--- src/hw/pfs_pkg.sv ---
// Package of constants and types for the primary fault status bits block.
package pfs_pkg;

	// ============================================================
	// Register bus layout
	localparam int unsigned ADDR_W = 8;
	localparam int unsigned DATA_W = 32;
	localparam logic [7:0] FAULT_OFS = 8'h00;
	localparam logic [7:0] IRQ_STAT_OFS = 8'h04;
	localparam logic [7:0] IRQ_MASK_OFS = 8'h08;
	localparam logic [1:0] RESP_OKAY = 2'h0;
	localparam logic [1:0] RESP_SLVERR = 2'h2;

	// ============================================================
	// Flag positions within each status word
	localparam int unsigned FLAG_LSB = 8;
	localparam int unsigned FLAG_MSB = 12;
	localparam int unsigned FLAG_N = 5;
	localparam int unsigned OVERVOLT_BIT = 12;
	localparam int unsigned SHOOT_BIT = 11;
	localparam int unsigned ILIMIT_BIT = 10;
	localparam int unsigned COMM_BIT = 9;
	localparam int unsigned RAIL_BIT = 8;
	localparam int unsigned MASK_LANE = 1;

	// ============================================================
	// Reset values
	localparam logic [4:0] FLAGS_RST = 5'h0;
	localparam logic [4:0] MASK_RST = 5'h0;
	localparam logic [31:0] RDATA_RST = 32'h0000_0000;

	// ============================================================
	// Serial framing
	localparam int unsigned FRAME_BITS = 16;
	localparam int unsigned FRAME_CNT_W = $clog2(FRAME_BITS);

	// ============================================================
	// Synchroniser lanes for pins from outside the clock domain
	localparam int unsigned PIN_N = 7;
	localparam int unsigned PIN_OV = 0;
	localparam int unsigned PIN_INP = 1;
	localparam int unsigned PIN_INN = 2;
	localparam int unsigned PIN_ILIM = 3;
	localparam int unsigned PIN_RAIL = 4;
	localparam int unsigned PIN_SCLK = 5;
	localparam int unsigned PIN_CSN = 6;
	localparam logic [6:0] PIN_RST = 7'h40;

	// Field order matches bits 12 down to 8 of the status word.
	typedef struct packed {
		logic overvolt;
		logic shoot;
		logic ilimit;
		logic comm;
		logic rail;
	} pfs_flags_t;

	typedef enum logic [0:0] {
		CLR_IDLE = 1'b0,
		CLR_ARMED = 1'b1
	} pfs_clr_st_t;

endpackage

--- src/hw/pfs_top.sv ---
// Primary fault status bits with AXI4-Lite access and a maskable interrupt.
`timescale 1ns/100ps
`default_nettype none
// Contract
// - Bit 12 reads 1 while the primary supply is above its overvoltage threshold, else 0.
// - Bit 11 is set while both drive inputs are high at the same time.
// - Bit 10 is set while the primary internal regulator is in current limit.
// - Bit 9 is set when a chip-select frame ends after a clock count not a multiple of 16.
// - Bit 9 is also set when a frame's check value does not match the device's own.
// - Bit 9 clears only after a valid command followed by a read of the secondary status register.
// - Bit 8 is set when any primary internal rail, the regulator included, is over or under voltage.
module pfs_top (
	input wire logic clk_sys,
	input wire logic rstn,
	input wire logic [pfs_pkg::ADDR_W-1:0] s_axi_awaddr,
	input wire logic s_axi_awvalid,
	output logic s_axi_awready,
	input wire logic [pfs_pkg::DATA_W-1:0] s_axi_wdata,
	input wire logic [3:0] s_axi_wstrb,
	input wire logic s_axi_wvalid,
	output logic s_axi_wready,
	output logic [1:0] s_axi_bresp,
	output logic s_axi_bvalid,
	input wire logic s_axi_bready,
	input wire logic [pfs_pkg::ADDR_W-1:0] s_axi_araddr,
	input wire logic s_axi_arvalid,
	output logic s_axi_arready,
	output logic [pfs_pkg::DATA_W-1:0] s_axi_rdata,
	output logic [1:0] s_axi_rresp,
	output logic s_axi_rvalid,
	input wire logic s_axi_rready,
	input wire logic primary_overvoltage_det,
	input wire logic drive_in_pos,
	input wire logic drive_in_neg,
	input wire logic regulator_ilimit_det,
	input wire logic rail_fault_det,
	input wire logic sclk_pin,
	input wire logic cs_n_pin,
	input wire logic crc_mismatch,
	input wire logic valid_cmd,
	input wire logic secondary_status_register_read,
	output pfs_pkg::pfs_flags_t fault_flags,
	output logic irq
);
	import pfs_pkg::*;

	// ============================================================
	// Pin synchronisers
	logic [PIN_N-1:0] pin_raw;
	logic [PIN_N-1:0] meta_r;
	logic [PIN_N-1:0] sync_r;
	logic [PIN_N-1:0] meta_nxt;
	logic [PIN_N-1:0] sync_nxt;

	assign pin_raw = {cs_n_pin, sclk_pin, rail_fault_det, regulator_ilimit_det,
		drive_in_neg, drive_in_pos, primary_overvoltage_det};

	// The first stage feeds only the second stage, never any logic.
	genvar gi;
	generate
		for (gi = 0; gi < PIN_N; gi++) begin : g_sync
			always_comb begin
				meta_nxt[gi] = pin_raw[gi];
				sync_nxt[gi] = meta_r[gi];
			end
			always_ff @(posedge clk_sys or negedge rstn) begin
				if (!rstn) begin
					meta_r[gi] <= PIN_RST[gi];
					sync_r[gi] <= PIN_RST[gi];
				end else begin
					meta_r[gi] <= meta_nxt[gi];
					sync_r[gi] <= sync_nxt[gi];
				end
			end
		end
	endgenerate

	// ============================================================
	// Serial frame length check
	logic sclk_d_r;
	logic csn_d_r;
	logic [FRAME_CNT_W-1:0] edge_cnt_r;
	logic sclk_d_nxt;
	logic csn_d_nxt;
	logic [FRAME_CNT_W-1:0] edge_cnt_nxt;
	logic frame_end;
	logic frame_bad;

	// Counting modulo 16 is enough: only the remainder decides the fault.
	assign frame_end = sync_r[PIN_CSN] & ~csn_d_r;
	assign frame_bad = frame_end && (edge_cnt_r != '0);

	always_comb begin
		sclk_d_nxt = sync_r[PIN_SCLK];
		csn_d_nxt = sync_r[PIN_CSN];
		edge_cnt_nxt = edge_cnt_r;
		if (!sync_r[PIN_CSN] && csn_d_r) begin
			edge_cnt_nxt = '0;
		end else if (!sync_r[PIN_CSN] && sync_r[PIN_SCLK] && !sclk_d_r) begin
			edge_cnt_nxt = edge_cnt_r + 1'b1;
		end
	end

	always_ff @(posedge clk_sys or negedge rstn) begin
		if (!rstn) begin
			sclk_d_r <= 1'b0;
			csn_d_r <= 1'b1;
			edge_cnt_r <= '0;
		end else begin
			sclk_d_r <= sclk_d_nxt;
			csn_d_r <= csn_d_nxt;
			edge_cnt_r <= edge_cnt_nxt;
		end
	end

	// ============================================================
	// Fault flags
	pfs_flags_t flags_r;
	pfs_flags_t flags_nxt;
	pfs_clr_st_t clr_st_r;
	pfs_clr_st_t clr_st_nxt;
	logic comm_err;

	assign comm_err = frame_bad | crc_mismatch;

	always_comb begin
		clr_st_nxt = clr_st_r;
		flags_nxt.overvolt = sync_r[PIN_OV];
		flags_nxt.shoot = sync_r[PIN_INP] & sync_r[PIN_INN];
		flags_nxt.ilimit = sync_r[PIN_ILIM];
		flags_nxt.rail = sync_r[PIN_RAIL];
		flags_nxt.comm = flags_r.comm;
		// A fresh error wins over the clear and demands a new valid command.
		case (clr_st_r)
			CLR_IDLE: begin
				if (valid_cmd && !comm_err) begin
					clr_st_nxt = CLR_ARMED;
				end
			end
			CLR_ARMED: begin
				if (comm_err) begin
					clr_st_nxt = CLR_IDLE;
				end else if (secondary_status_register_read) begin
					flags_nxt.comm = 1'b0;
					clr_st_nxt = CLR_IDLE;
				end
			end
			default: begin
				clr_st_nxt = CLR_IDLE;
			end
		endcase
		if (comm_err) begin
			flags_nxt.comm = 1'b1;
		end
	end

	always_ff @(posedge clk_sys or negedge rstn) begin
		if (!rstn) begin
			flags_r <= FLAGS_RST;
			clr_st_r <= CLR_IDLE;
		end else begin
			flags_r <= flags_nxt;
			clr_st_r <= clr_st_nxt;
		end
	end

	// ============================================================
	// Interrupt status, mask and output
	logic [FLAG_N-1:0] irq_stat_r;
	logic [FLAG_N-1:0] irq_stat_nxt;
	logic [FLAG_N-1:0] irq_mask_r;
	logic [FLAG_N-1:0] irq_mask_nxt;
	logic [FLAG_N-1:0] irq_clr;
	logic [FLAG_N-1:0] flag_rise;
	logic irq_r;
	logic irq_nxt;
	logic mask_we;

	assign flag_rise = flags_nxt & ~flags_r;

	always_comb begin
		// Set wins: an event in the clearing read's cycle stays pending.
		irq_stat_nxt = (irq_stat_r & ~irq_clr) | flag_rise;
		irq_mask_nxt = irq_mask_r;
		// The captured beat is used: the master may already have moved its data on.
		if (mask_we) begin
			irq_mask_nxt = wdata_r[FLAG_MSB:FLAG_LSB];
		end
		irq_nxt = |(irq_stat_r & irq_mask_r);
	end

	always_ff @(posedge clk_sys or negedge rstn) begin
		if (!rstn) begin
			irq_stat_r <= FLAGS_RST;
			irq_mask_r <= MASK_RST;
			irq_r <= 1'b0;
		end else begin
			irq_stat_r <= irq_stat_nxt;
			irq_mask_r <= irq_mask_nxt;
			irq_r <= irq_nxt;
		end
	end

	// ============================================================
	// AXI4-Lite write channel
	logic awready_r;
	logic wready_r;
	logic bvalid_r;
	logic [1:0] bresp_r;
	logic aw_got_r;
	logic w_got_r;
	logic [ADDR_W-1:0] waddr_r;
	logic awready_nxt;
	logic wready_nxt;
	logic bvalid_nxt;
	logic [1:0] bresp_nxt;
	logic aw_got_nxt;
	logic w_got_nxt;
	logic [ADDR_W-1:0] waddr_nxt;
	logic [ADDR_W-1:0] wword;
	logic do_write;

	// Write data is captured at its handshake, and wready stays low once
	// the beat is taken until the response is accepted.
	logic [DATA_W-1:0] wdata_r;
	logic [3:0] wstrb_r;
	logic [DATA_W-1:0] wdata_nxt;
	logic [3:0] wstrb_nxt;

	assign wword = {waddr_r[ADDR_W-1:2], 2'b00};
	assign do_write = aw_got_r && w_got_r && !bvalid_r;

	always_comb begin
		awready_nxt = awready_r;
		wready_nxt = wready_r;
		bvalid_nxt = bvalid_r;
		bresp_nxt = bresp_r;
		aw_got_nxt = aw_got_r;
		w_got_nxt = w_got_r;
		waddr_nxt = waddr_r;
		wdata_nxt = wdata_r;
		wstrb_nxt = wstrb_r;
		mask_we = 1'b0;
		if (s_axi_awvalid && awready_r) begin
			aw_got_nxt = 1'b1;
			awready_nxt = 1'b0;
			waddr_nxt = s_axi_awaddr;
		end
		if (s_axi_wvalid && wready_r) begin
			w_got_nxt = 1'b1;
			wready_nxt = 1'b0;
			wdata_nxt = s_axi_wdata;
			wstrb_nxt = s_axi_wstrb;
		end
		if (do_write) begin
			aw_got_nxt = 1'b0;
			w_got_nxt = 1'b0;
			bvalid_nxt = 1'b1;
			case (wword)
				IRQ_MASK_OFS: begin
					mask_we = wstrb_r[MASK_LANE];
					bresp_nxt = RESP_OKAY;
				end
				FAULT_OFS, IRQ_STAT_OFS: begin
					bresp_nxt = RESP_OKAY;
				end
				default: begin
					bresp_nxt = RESP_SLVERR;
				end
			endcase
		end
		if (bvalid_r && s_axi_bready) begin
			bvalid_nxt = 1'b0;
			awready_nxt = 1'b1;
			wready_nxt = 1'b1;
		end
	end

	always_ff @(posedge clk_sys or negedge rstn) begin
		if (!rstn) begin
			awready_r <= 1'b1;
			wready_r <= 1'b1;
			bvalid_r <= 1'b0;
			bresp_r <= RESP_OKAY;
			aw_got_r <= 1'b0;
			w_got_r <= 1'b0;
			waddr_r <= '0;
			wdata_r <= RDATA_RST;
			wstrb_r <= '0;
		end else begin
			awready_r <= awready_nxt;
			wready_r <= wready_nxt;
			bvalid_r <= bvalid_nxt;
			bresp_r <= bresp_nxt;
			aw_got_r <= aw_got_nxt;
			w_got_r <= w_got_nxt;
			waddr_r <= waddr_nxt;
			wdata_r <= wdata_nxt;
			wstrb_r <= wstrb_nxt;
		end
	end

	// ============================================================
	// AXI4-Lite read channel
	logic arready_r;
	logic rvalid_r;
	logic [1:0] rresp_r;
	logic [DATA_W-1:0] rdata_r;
	logic arready_nxt;
	logic rvalid_nxt;
	logic [1:0] rresp_nxt;
	logic [DATA_W-1:0] rdata_nxt;
	logic [ADDR_W-1:0] rword;

	assign rword = {s_axi_araddr[ADDR_W-1:2], 2'b00};

	always_comb begin
		arready_nxt = arready_r;
		rvalid_nxt = rvalid_r;
		rresp_nxt = rresp_r;
		rdata_nxt = rdata_r;
		irq_clr = '0;
		if (s_axi_arvalid && arready_r) begin
			arready_nxt = 1'b0;
			rvalid_nxt = 1'b1;
			rresp_nxt = RESP_OKAY;
			rdata_nxt = RDATA_RST;
			case (rword)
				FAULT_OFS: begin
					rdata_nxt[FLAG_MSB:FLAG_LSB] = flags_r;
				end
				IRQ_STAT_OFS: begin
					rdata_nxt[FLAG_MSB:FLAG_LSB] = irq_stat_r;
					irq_clr = irq_stat_r;
				end
				IRQ_MASK_OFS: begin
					rdata_nxt[FLAG_MSB:FLAG_LSB] = irq_mask_r;
				end
				default: begin
					rresp_nxt = RESP_SLVERR;
				end
			endcase
		end
		if (rvalid_r && s_axi_rready) begin
			rvalid_nxt = 1'b0;
			arready_nxt = 1'b1;
		end
	end

	always_ff @(posedge clk_sys or negedge rstn) begin
		if (!rstn) begin
			arready_r <= 1'b1;
			rvalid_r <= 1'b0;
			rresp_r <= RESP_OKAY;
			rdata_r <= RDATA_RST;
		end else begin
			arready_r <= arready_nxt;
			rvalid_r <= rvalid_nxt;
			rresp_r <= rresp_nxt;
			rdata_r <= rdata_nxt;
		end
	end

	// ============================================================
	// Outputs
	assign s_axi_awready = awready_r;
	assign s_axi_wready = wready_r;
	assign s_axi_bvalid = bvalid_r;
	assign s_axi_bresp = bresp_r;
	assign s_axi_arready = arready_r;
	assign s_axi_rvalid = rvalid_r;
	assign s_axi_rresp = rresp_r;
	assign s_axi_rdata = rdata_r;
	assign fault_flags = flags_r;
	assign irq = irq_r;

endmodule // pfs_top
`default_nettype wire
--- config.mk ---
export PLATFORM = sky130hd
export DESIGN_NAME = pfs_top
export DESIGN_NICKNAME = d
export VERILOG_FILES = /design/src/hw/pfs_pkg.sv /design/src/hw/pfs_top.sv
export SDC_FILE = /design/constraint.sdc
export NUM_CORES = 1
export LEC_CHECK = 0
export BUFFER_PORTS_ARGS = -buffer_cell sky130_fd_sc_hd__buf_2
export CELL_PAD_IN_SITES_DETAIL_PLACEMENT = 0
export CELL_PAD_IN_SITES_GLOBAL_PLACEMENT = 1
export CORE_UTILIZATION = 33
export CTS_BUF_LIST = sky130_fd_sc_hd__clkbuf_2 sky130_fd_sc_hd__clkbuf_4 sky130_fd_sc_hd__clkbuf_8
export DETAILED_ROUTE_END_ITERATION = 8
export PLACE_DENSITY = 0.83
export SETUP_SLACK_MARGIN = 0.02
export SLEW_MARGIN = 40
export SYNTH_ARGS = -nofsm -noshare
export SYNTH_HDL_FRONTEND = slang
export SYNTH_SLANG_ARGS = --single-unit
--- constraint.sdc ---
create_clock -name clk_sys -period 1.5 [get_ports clk_sys]
set_input_delay 0.3 -clock clk_sys [delete_from_list [all_inputs] [get_ports clk_sys]]
set_output_delay 0.3 -clock clk_sys [all_outputs]
set_load 0.1 [all_outputs]
==> impl_metrics.ini, run 1 <==
[clocking]
clk-insertion-delay-late_ps = 320
cts.sinks = 63
cts_buffer_depth = 2
cts_buffers = 9
cts_tree = built
htree_num_levels = 3
cts-root-buf = clkbuf_8
clk_pin_slew_ps = 60

[global_route]
globalRouteOverflowTotal = 0
antenna_found_initial = 0
grt_max_degree = 64
grt_pass1_vias = 1542
grt_pass1_wl_um = 7180
grt_util_all_layers = 0.111

[finish]
drive_above_1_share = 0.381
fin_util = 0.425
diodes = 0
layout_commonest_cell = dfrtp_1
layout.cells.non_filler = 380
synthToLayoutAreaGrowth_pct = 24.8
mostFrequentLayoutCells = 56 x dfrtp_1, 42 x buf_2, 29 x conb_1
fin_nets = 344

[setup_path]
endpoint_kind = flip-flop
critPathRequiredTime_ps = 1710
crit_type = reg2reg
reg2reg_from = waddr_r[6]
cp-startpoint = waddr_r[6]
cp.arrival_ps = 1830
worstSetupStartpointType = flip-flop
critPathMaxFanout = 5

[outcome]
violations = setup timing
status = complete, but fails checks

[power]
vdd_drop_max_v = 0.000894
leakagePower_nw = 1.59
p_per_area_nw_per_um2 = 1670

[route]
highest_layer = met4
drt_wl_total_um = 4370
drc_errors = 0
wl_met2_um = 2090
met1_length_um = 1930
vias = 1645
final_antenna_net_count = 0
firstDrtPassIters = 6
drt_iter0_markers = 73
routed_via_density = 4.33
wl_per_cell_um = 11.5
wl_met3_um = 302

[place]
pre_cts_ws_ps = -238
gp_congestion = 0.775
io_buffers = 52
dpl.hpwl_um = 3210
dp.cells = 360

[synth]
synth_edf_count = 0
synthFlopType = dfrtp_1
synth_compound_area_frac = 0.0976
synth_area_um2 = 2620
synthMuxAreaShare = 0.104
synth-warning-count = 0
avgSynthCellArea_um2 = 12.8
synth_async_sr_flop_share = 1.00
synth-simple-area-share = 0.0727
synth_xor_area_frac = 0
synth_top_family_by_area = buffers and inverters
synthAdderAreaFrac = 0.00956
syn_inst = 204
ys_seq_area_frac = 0.605
ys_seq_elements = 63
ys_types = 36

[floorplan]
initial_core_util = 0.340
rows = 32
die_area_um2 = 8290
num_io_pins = 116
die_x_um = 91.0
core-area_um2 = 7690
die_height_um = 91.0

[sta]
layout_setup_ws_ps = -123
fin_crit_sh = 1.08
layout_min_cycle_time_ps = 1620
tns_ps = -606
finalHoldViolCount = 0
clock_skew_ps = 6.89
fmax_mhz = 616
rsz0062_at_grt = true
fin_hold_ws_ps = 72.9
setup_viol = 5
finalMaxSlewViolations = 0

[job]
maxCapViolCount = 0

[min_path]
hold_path_class = in2reg
worstHoldStart = cs_n_pin
[layer usage]
layer / up-vias / GRT usage
li1: 787 / -
met1: 793 / 0.141
met2: 61 / 0.172
met3: 4 / 0.0486
met4: 0 / 0.0304
met5: - / 0
[synthesized netlist by cell type, types with 2 or more instances]
library cell	count	share of area
a22oi_1	2	0.0057
nand3b_1	3	0.0086
nand2_1	12	0.017
a21boi_0	2	0.0057
buf_4	29	0.083
nand4b_1	2	0.0067
and2_1	2	0.0048
dfstp_2	6	0.060
mux2i_1	8	0.031
or3_1	2	0.0048
mux2_2	17	0.073
ha_1	2	0.0096
o2bb2ai_1	5	0.017
a21oi_1	2	0.0038
o21ai_0	7	0.013
a22o_1	10	0.033
dfrtp_1	57	0.55
inv_1	16	0.023
nor2_1	3	0.0043
[area by class of cell]
cell class,count,area [um2]
fillers,753,4420
flip-flops and latches,63,1600
multi-input cells,122,883
repair buffers,61,422
clock buffers,10,138
well taps,102,128
inverters,16,60.1
clock inverters,6,36.3
[state kept, by name (all words and copies together), names as in the netlist, 2 cells and up]
name	flops
edge_cnt_r	4
fault_flags	5
flags_nxt	3
irq_mask_r	5
irq_stat_r	5
meta_r	7
s_axi_rdata	5
sync_r	2
waddr_r	6
wdata_r	5
[what timing repair did]
item,4_1_cts,5_1_grt
setup endpoints to repair,7,12
pin swaps,2,0
hold buffers,1,0
buffers inserted,2,1
hold endpoints to repair,57,0
gates resized for setup,7,5
[worst max-delay path: stages, from the launching register on]
cell and delay [ps]:
dfrtp_1 370, or4_4 560, nor3_4 130, buf_6 150
mux2_4 300
[stage by stage]
stage	area, um2	power [W]
floorplan	2750	0.00377
global placement	3020	0.00416
detailed placement	3020	0.00421
CTS	3250	0.00552
global route	3270	0.00572
finish	3270	0.00545
[final timing paths]
path                            slack [ps]  cells past startpoint             to
worst min-delay path                    70                      1      meta_r[6]
worst max-delay path                  -120                      4  irq_mask_r[0]
worst max register to register        -120                      4  irq_mask_r[0]
min in group asynchronous              510                      3        w_got_r
worst min register to register         350                      0      sync_r[2]
max in group asynchronous              660                      3  s_axi_arready
[power by group]
part | switching, W | internal, W
Clock | 0.000612 | 0.000634
Combinational | 0.00126 | 0.000610
Sequential | 0.000229 | 0.00210
[cells by family (layout without fill, tap and decap cells)]
| kind of cell | count (synthesis) | after routing |
|---|---|---|
| flops | 63 | 63 |
| fa+ha+maj | 2 | 2 |
| compound gates | 34 | 34 |
| buf+inv | 47 | 93 |
| simple gates | 32 | 32 |
| mux | 25 | 25 |
| other cells | 1 | 29 |
No activity file was read; power rests on OpenSTA's default activity.
==> run 2, diff against run 1 <==
--- a/config.mk
+++ b/config.mk
@@ -15,3 +15,3 @@
 export SETUP_SLACK_MARGIN = 0.02
-export SLEW_MARGIN = 40
+export SLEW_MARGIN = 0
 export SYNTH_ARGS = -nofsm -noshare
--- a/constraint.sdc
+++ b/constraint.sdc
@@ -3,2 +3,2 @@
 set_output_delay 0.3 -clock clk_sys [all_outputs]
-set_load 0.1 [all_outputs]
+set_load 0.05 [all_outputs]
==> impl_metrics.ini, run 2 (synthesized netlist as in run 1, its figures left out) <==
[finish]
fin_nets = 344
multiInputGateArea_um2 = 875
reg_top3 = meta_r (7), waddr_r (6)
largest_reg_flops = 7
regMostFlops = meta_r
fill_cells = 766
layout_commonest_cell = dfrtp_1
synthToLayoutAreaGrowth_pct = 21.3
final_cell_area_um2 = 3170
mostFrequentLayoutCells = 56 x dfrtp_1, 52 x buf_2, 29 x conb_1
diodes = 0
drive_above_1_share = 0.381
seqCellArea_um2 = 1590

[setup_path]
worst_path_largest_cell_delay_ps = 560
cp.arrival_ps = 1880
r2r_slack_ps = -180
rr_endpoint = irq_mask_r[0]
critPathMaxFanout = 5
path_cells = or4_4, nor3_4, mux2_2
crit_type = reg2reg
cpMaxStageDelayCell = or4_4
worstRegToRegCells = 3
endpoint_kind = flip-flop
worstSetupStartpointType = flip-flop
critPathRequiredTime_ps = 1710
crit_path_end = irq_mask_r[0]
reg2reg_from = waddr_r[5]
cp-startpoint = waddr_r[5]

[power]
p_per_area_nw_per_um2 = 1530
leakagePower_nw = 1.56
vdd_drop_max_v = 0.000771

[global_route]
globalRouteOverflowTotal = 0
grt_max_degree = 19
grt_pass1_vias = 1653
antenna_found_initial = 0
grt_util_all_layers = 0.119
grt_pass1_wl_um = 7620

[sta]
setup_viol = 5
fin_hold_ws_ps = 74.5
clock_skew_ps = 6.08
rsz0062_at_grt = true
finalMaxSlewViolations = 0
finalHoldViolCount = 0
fmax_mhz = 596
layout_min_cycle_time_ps = 1680
fin_crit_sh = 1.12
layout_setup_ws_ps = -177

[route]
wl_per_cell_um = 11.6
drt_iter0_markers = 57
wl_met3_um = 341
final_antenna_net_count = 0
highest_layer = met4
firstDrtPassIters = 4
vias = 1630
routed_via_density = 4.29
wl_met2_um = 2080
drt_wl_total_um = 4410
drc_errors = 0
met1_length_um = 1970

[place]
gp_congestion = 0.768
dpl_cell_area_um2 = 2960
io_buffers = 52
dpl.hpwl_um = 3420

[floorplan]
rows = 32
die_height_um = 91.0
die_area_um2 = 8290
die_x_um = 91.0
initial_core_util = 0.340
core-area_um2 = 7690
num_io_pins = 116

[clocking]
clk-insertion-delay-late_ps = 320
cts_buffer_depth = 2
clk_pin_slew_ps = 60
htree_num_levels = 3
cts_buffers = 9
cts-root-buf = clkbuf_8
cts.sinks = 63
cts_tree = built

[job]
maxCapViolCount = 0

[outcome]
status = complete, but fails checks
violations = setup timing

[min_path]
hold_path_class = in2reg
## run 2: area by class of cell
type,count,area share
Clock buffer,13,0.0524
Clock inverter,3,0.00552
Inverter,16,0.0189
Multi-Input combinational cell,122,0.276
Sequential cell,63,0.499
Tap cell,102,0.0402
Timing Repair Buffer,61,0.108
## run 2: power breakdown
group | leakage, nW | total, W | switching, W | internal, W
Clock | 0.0963 | 0.00131 | 0.000593 | 0.000721
Sequential | 0.749 | 0.00230 | 0.000216 | 0.00208
Combinational | 0.720 | 0.00124 | 0.000774 | 0.000466
Total | 1.56 | 0.00485 | 0.00158 | 0.00327
## run 2: worst max-delay path, delay by kind of cell (launching register included)
kind             cells  cell delay (ps)
AND/OR/NAND/NOR      2              810
flip-flops           1              370
multiplexers         1              380
## run 2: per-layer routing
layer,GRT usage,up-vias
met5,0,-
met4,0.0317,0
met3,0.0578,2
met2,0.190,57
met1,0.142,781
li1,-,790
## run 2: worst min-delay path by stage
stage	from	to	slack [ps]	depth (start not counted)
2_1_floorplan	rstn	aw_got_r	4	0
3_3_place_gp	rstn	aw_got_r	250	1
3_5_place_dp	rstn	aw_got_r	260	1
4_1_cts	cs_n_pin	meta_r[6]	50	1
5_1_grt	cs_n_pin	meta_r[6]	50	1
6_report	cs_n_pin	meta_r[6]	70	1
## run 2: per-stage QoR
stage	TNS [ps]	power (W)	worst slack [ps]	util	std cells
3_5_place_dp	-915	0.00357	-193	0.385	362
2_1_floorplan	-385	0.00328	-77.1	-	232
6_report	-840	0.00485	-177	0.413	380
3_3_place_gp	-853	0.00352	-171	0.385	362
5_1_grt	-1280	0.00516	-254	0.413	380
4_1_cts	-962	0.00492	-201	0.411	380
## run 2: timing repair
action	in CTS	in global routing
gates resized for setup	0	2
setup buffers	1	0
hold endpoints to repair	12	0
setup endpoints to repair	7	7
hold buffers	1	0
==> run 3, diff against run 2 <==
- ABC_AREA: unset -> 1
- CORE_ASPECT_RATIO: unset -> 1.4
- CORE_UTILIZATION: 33 -> 32
==> impl_metrics.ini, run 3 <==
[synth]
synth.top_cell.area_share = 0.533
synth.most_common_cell = nand2_1
synth_compound_area_frac = 0.0758
synth_commonest_cells = 68 x nand2_1, 57 x dfrtp_1, 30 x buf_4
synth_async_sr_flop_share = 1.00
synthFlopType = dfrtp_1
ys_seq_area_frac = 0.592
syn_inst = 272
synth-simple-area-share = 0.183
avgSynthCellArea_um2 = 9.83
synth_edf_count = 0
ys_seq_elements = 63
synth.area.top_cells = dfrtp_1 53%, nand2_1 9.5%, buf_4 8.4%, dfstp_2 5.9%, inv_1 4.1%
synth_area_um2 = 2670
synth-warning-count = 0
synth_xor_area_frac = 0.00655
ys_types = 29
synthMuxAreaShare = 0
synth_top_family_by_area = simple AND/OR/NAND/NOR gates
synth_top_area_cell = dfrtp_1
synthAdderAreaFrac = 0.00936

[global_route]
grt_pass1_vias = 1728
globalRouteOverflowTotal = 0
antenna_found_initial = 0
grt_pass1_wl_um = 7750
grt_util_all_layers = 0.120
grt_max_degree = 64

[floorplan]
die_x_um = 79.3
die_height_um = 110
initial_core_util = 0.328
num_io_pins = 116
rows = 39
core-area_um2 = 8150
die_area_um2 = 8730

[setup_path]
crit_type = reg2out
path_cells = buf_2
cp.arrival_ps = 1130
cpMaxStageDelayCell = dfstp_2
r2r_slack_ps = 250
critPathRequiredTime_ps = 1200
worstRegToRegCells = 3
worstSetupStartpointType = flip-flop
endpoint_kind = primary output
critPathBufInv = 1
worst_path_largest_cell_delay_ps = 540
critPathMaxFanout = 3
cp.depth = 1
critical-path-top-delay-family = flip-flops

[finish]
layout_commonest_cell = nand2_1
diodes = 0
synthToLayoutAreaGrowth_pct = 19.4
regMostFlops = meta_r
reg_top3 = meta_r (7), waddr_r (6)
drive_above_1_share = 0.268
fin_nets = 406
largest_reg_flops = 7
mostFrequentLayoutCells = 68 x nand2_1, 57 x dfrtp_1, 50 x buf_2

[clocking]
clk-insertion-delay-late_ps = 330
cts-root-buf = clkbuf_8
cts_tree = built
clk_pin_slew_ps = 70
cts_buffer_depth = 2
post-cts-setup-buffer-count = 0
cts_buffers = 9
htree_num_levels = 3
cts.sinks = 63

[place]
gp_congestion = 0.749
io_buffers = 52
dpl.hpwl_um = 3390

[power]
p_per_area_nw_per_um2 = 1690
vdd_drop_max_v = 0.000633
leakagePower_nw = 1.66

[job]
maxCapViolCount = 0

[sta]
setup_viol = 0
fmax_mhz = 698
finalHoldViolCount = 0
finalMaxSlewViolations = 0
fin_hold_ws_ps = 66.9
clock_skew_ps = 6.16
layout_min_cycle_time_ps = 1430
rsz0062_at_grt = false
tns_ps = 0
fin_crit_sh = 0.955

[route]
vias = 1873
drt_wl_total_um = 4540
wl_met3_um = 228
met1_length_um = 1820
wl_met2_um = 2410
firstDrtPassIters = 4
drc_errors = 0
wl_per_cell_um = 10.3
final_antenna_net_count = 0
highest_layer = met4
drt_iter0_markers = 61
routed_via_density = 4.24

[min_path]
whs_path_depth = 1
hold_path_class = in2reg

[outcome]
status = finished clean
[run 3: cell types whose count changed after synthesis, sizes merged, moves of 3 or more]
| cell | previous run | this run |
|---|---|---|
| o22ai | 1 | 4 |
| o2bb2ai | 5 | 0 |
| nand3 | 0 | 13 |
| mux2 | 17 | 0 |
| mux2i | 8 | 0 |
| o21ai | 7 | 26 |
| nand2 | 12 | 71 |
| a22o | 10 | 0 |
| nor2 | 3 | 10 |
| inv | 16 | 30 |
| nand3b | 3 | 0 |
| nand4 | 0 | 10 |
[run 3: where the power goes]
part           total [W]  switching (W)  internal (W)
logic            0.00143        0.00104      0.000394
clock network    0.00156       0.000635      0.000922
registers        0.00239       0.000255       0.00213
total            0.00538        0.00193       0.00345
[run 3: through the flow]
| step | instance area [um2] | setup WS, ps | instances | utilization | total power [W] |
|---|---|---|---|---|---|
| after floorplan | 2780 | 170 | 300 | - | 0.00354 |
| after global placement | 2970 | 242 | 425 | 0.364 | 0.00381 |
| after detailed placement | 2970 | 220 | 425 | 0.364 | 0.00387 |
| after CTS | 3190 | 34.8 | 442 | 0.391 | 0.00544 |
| after global routing | 3190 | 23.0 | 442 | 0.392 | 0.00576 |
| final | 3190 | 67.5 | 442 | 0.392 | 0.00538 |
[run 3: repair_timing]
action | in CTS | in global routing
setup endpoints to repair | 0 | 2
resized for setup | 0 | 2
hold buffers | 1 | 0
hold endpoints to repair | 57 | 0
[run 3: layout make-up]
cell class,instances,area (um2)
clock buffer,9,124
clock inverter,7,87.6
fill,820,4960
inverter,31,116
multi-input combinational,174,843
sequential,63,1580
tap,102,128
timing repair buffer,56,310
[run 3: layer usage]
metal | up-vias | global-route usage
met5 | - | 0
met4 | 0 | 0.0740
met3 | 9 | 0.0346
met2 | 56 | 0.213
met1 | 867 | 0.123
li1 | 941 | -
[run 3: cells by family after synthesis]
kind of cell	after synthesis
adders and majority gates	2
other	1
xor gates and xnor gates	2
DFF	63
and+or+nand+nor	105
AOI/OAI and AO/OA	36
buffers and inverters	63
[run 3: path summary, 6_finish.rpt]
kind | from | endpoint
worst max-delay path | s_axi_awready | s_axi_awready
worst min-delay path | cs_n_pin | meta_r[6]
worst max register to register | s_axi_arready | irq_stat_r[3]
worst min register to register | meta_r[2] | sync_r[2]
max in group asynchronous | rstn | csn_d_r
min in group asynchronous | rstn | s_axi_rresp[1]
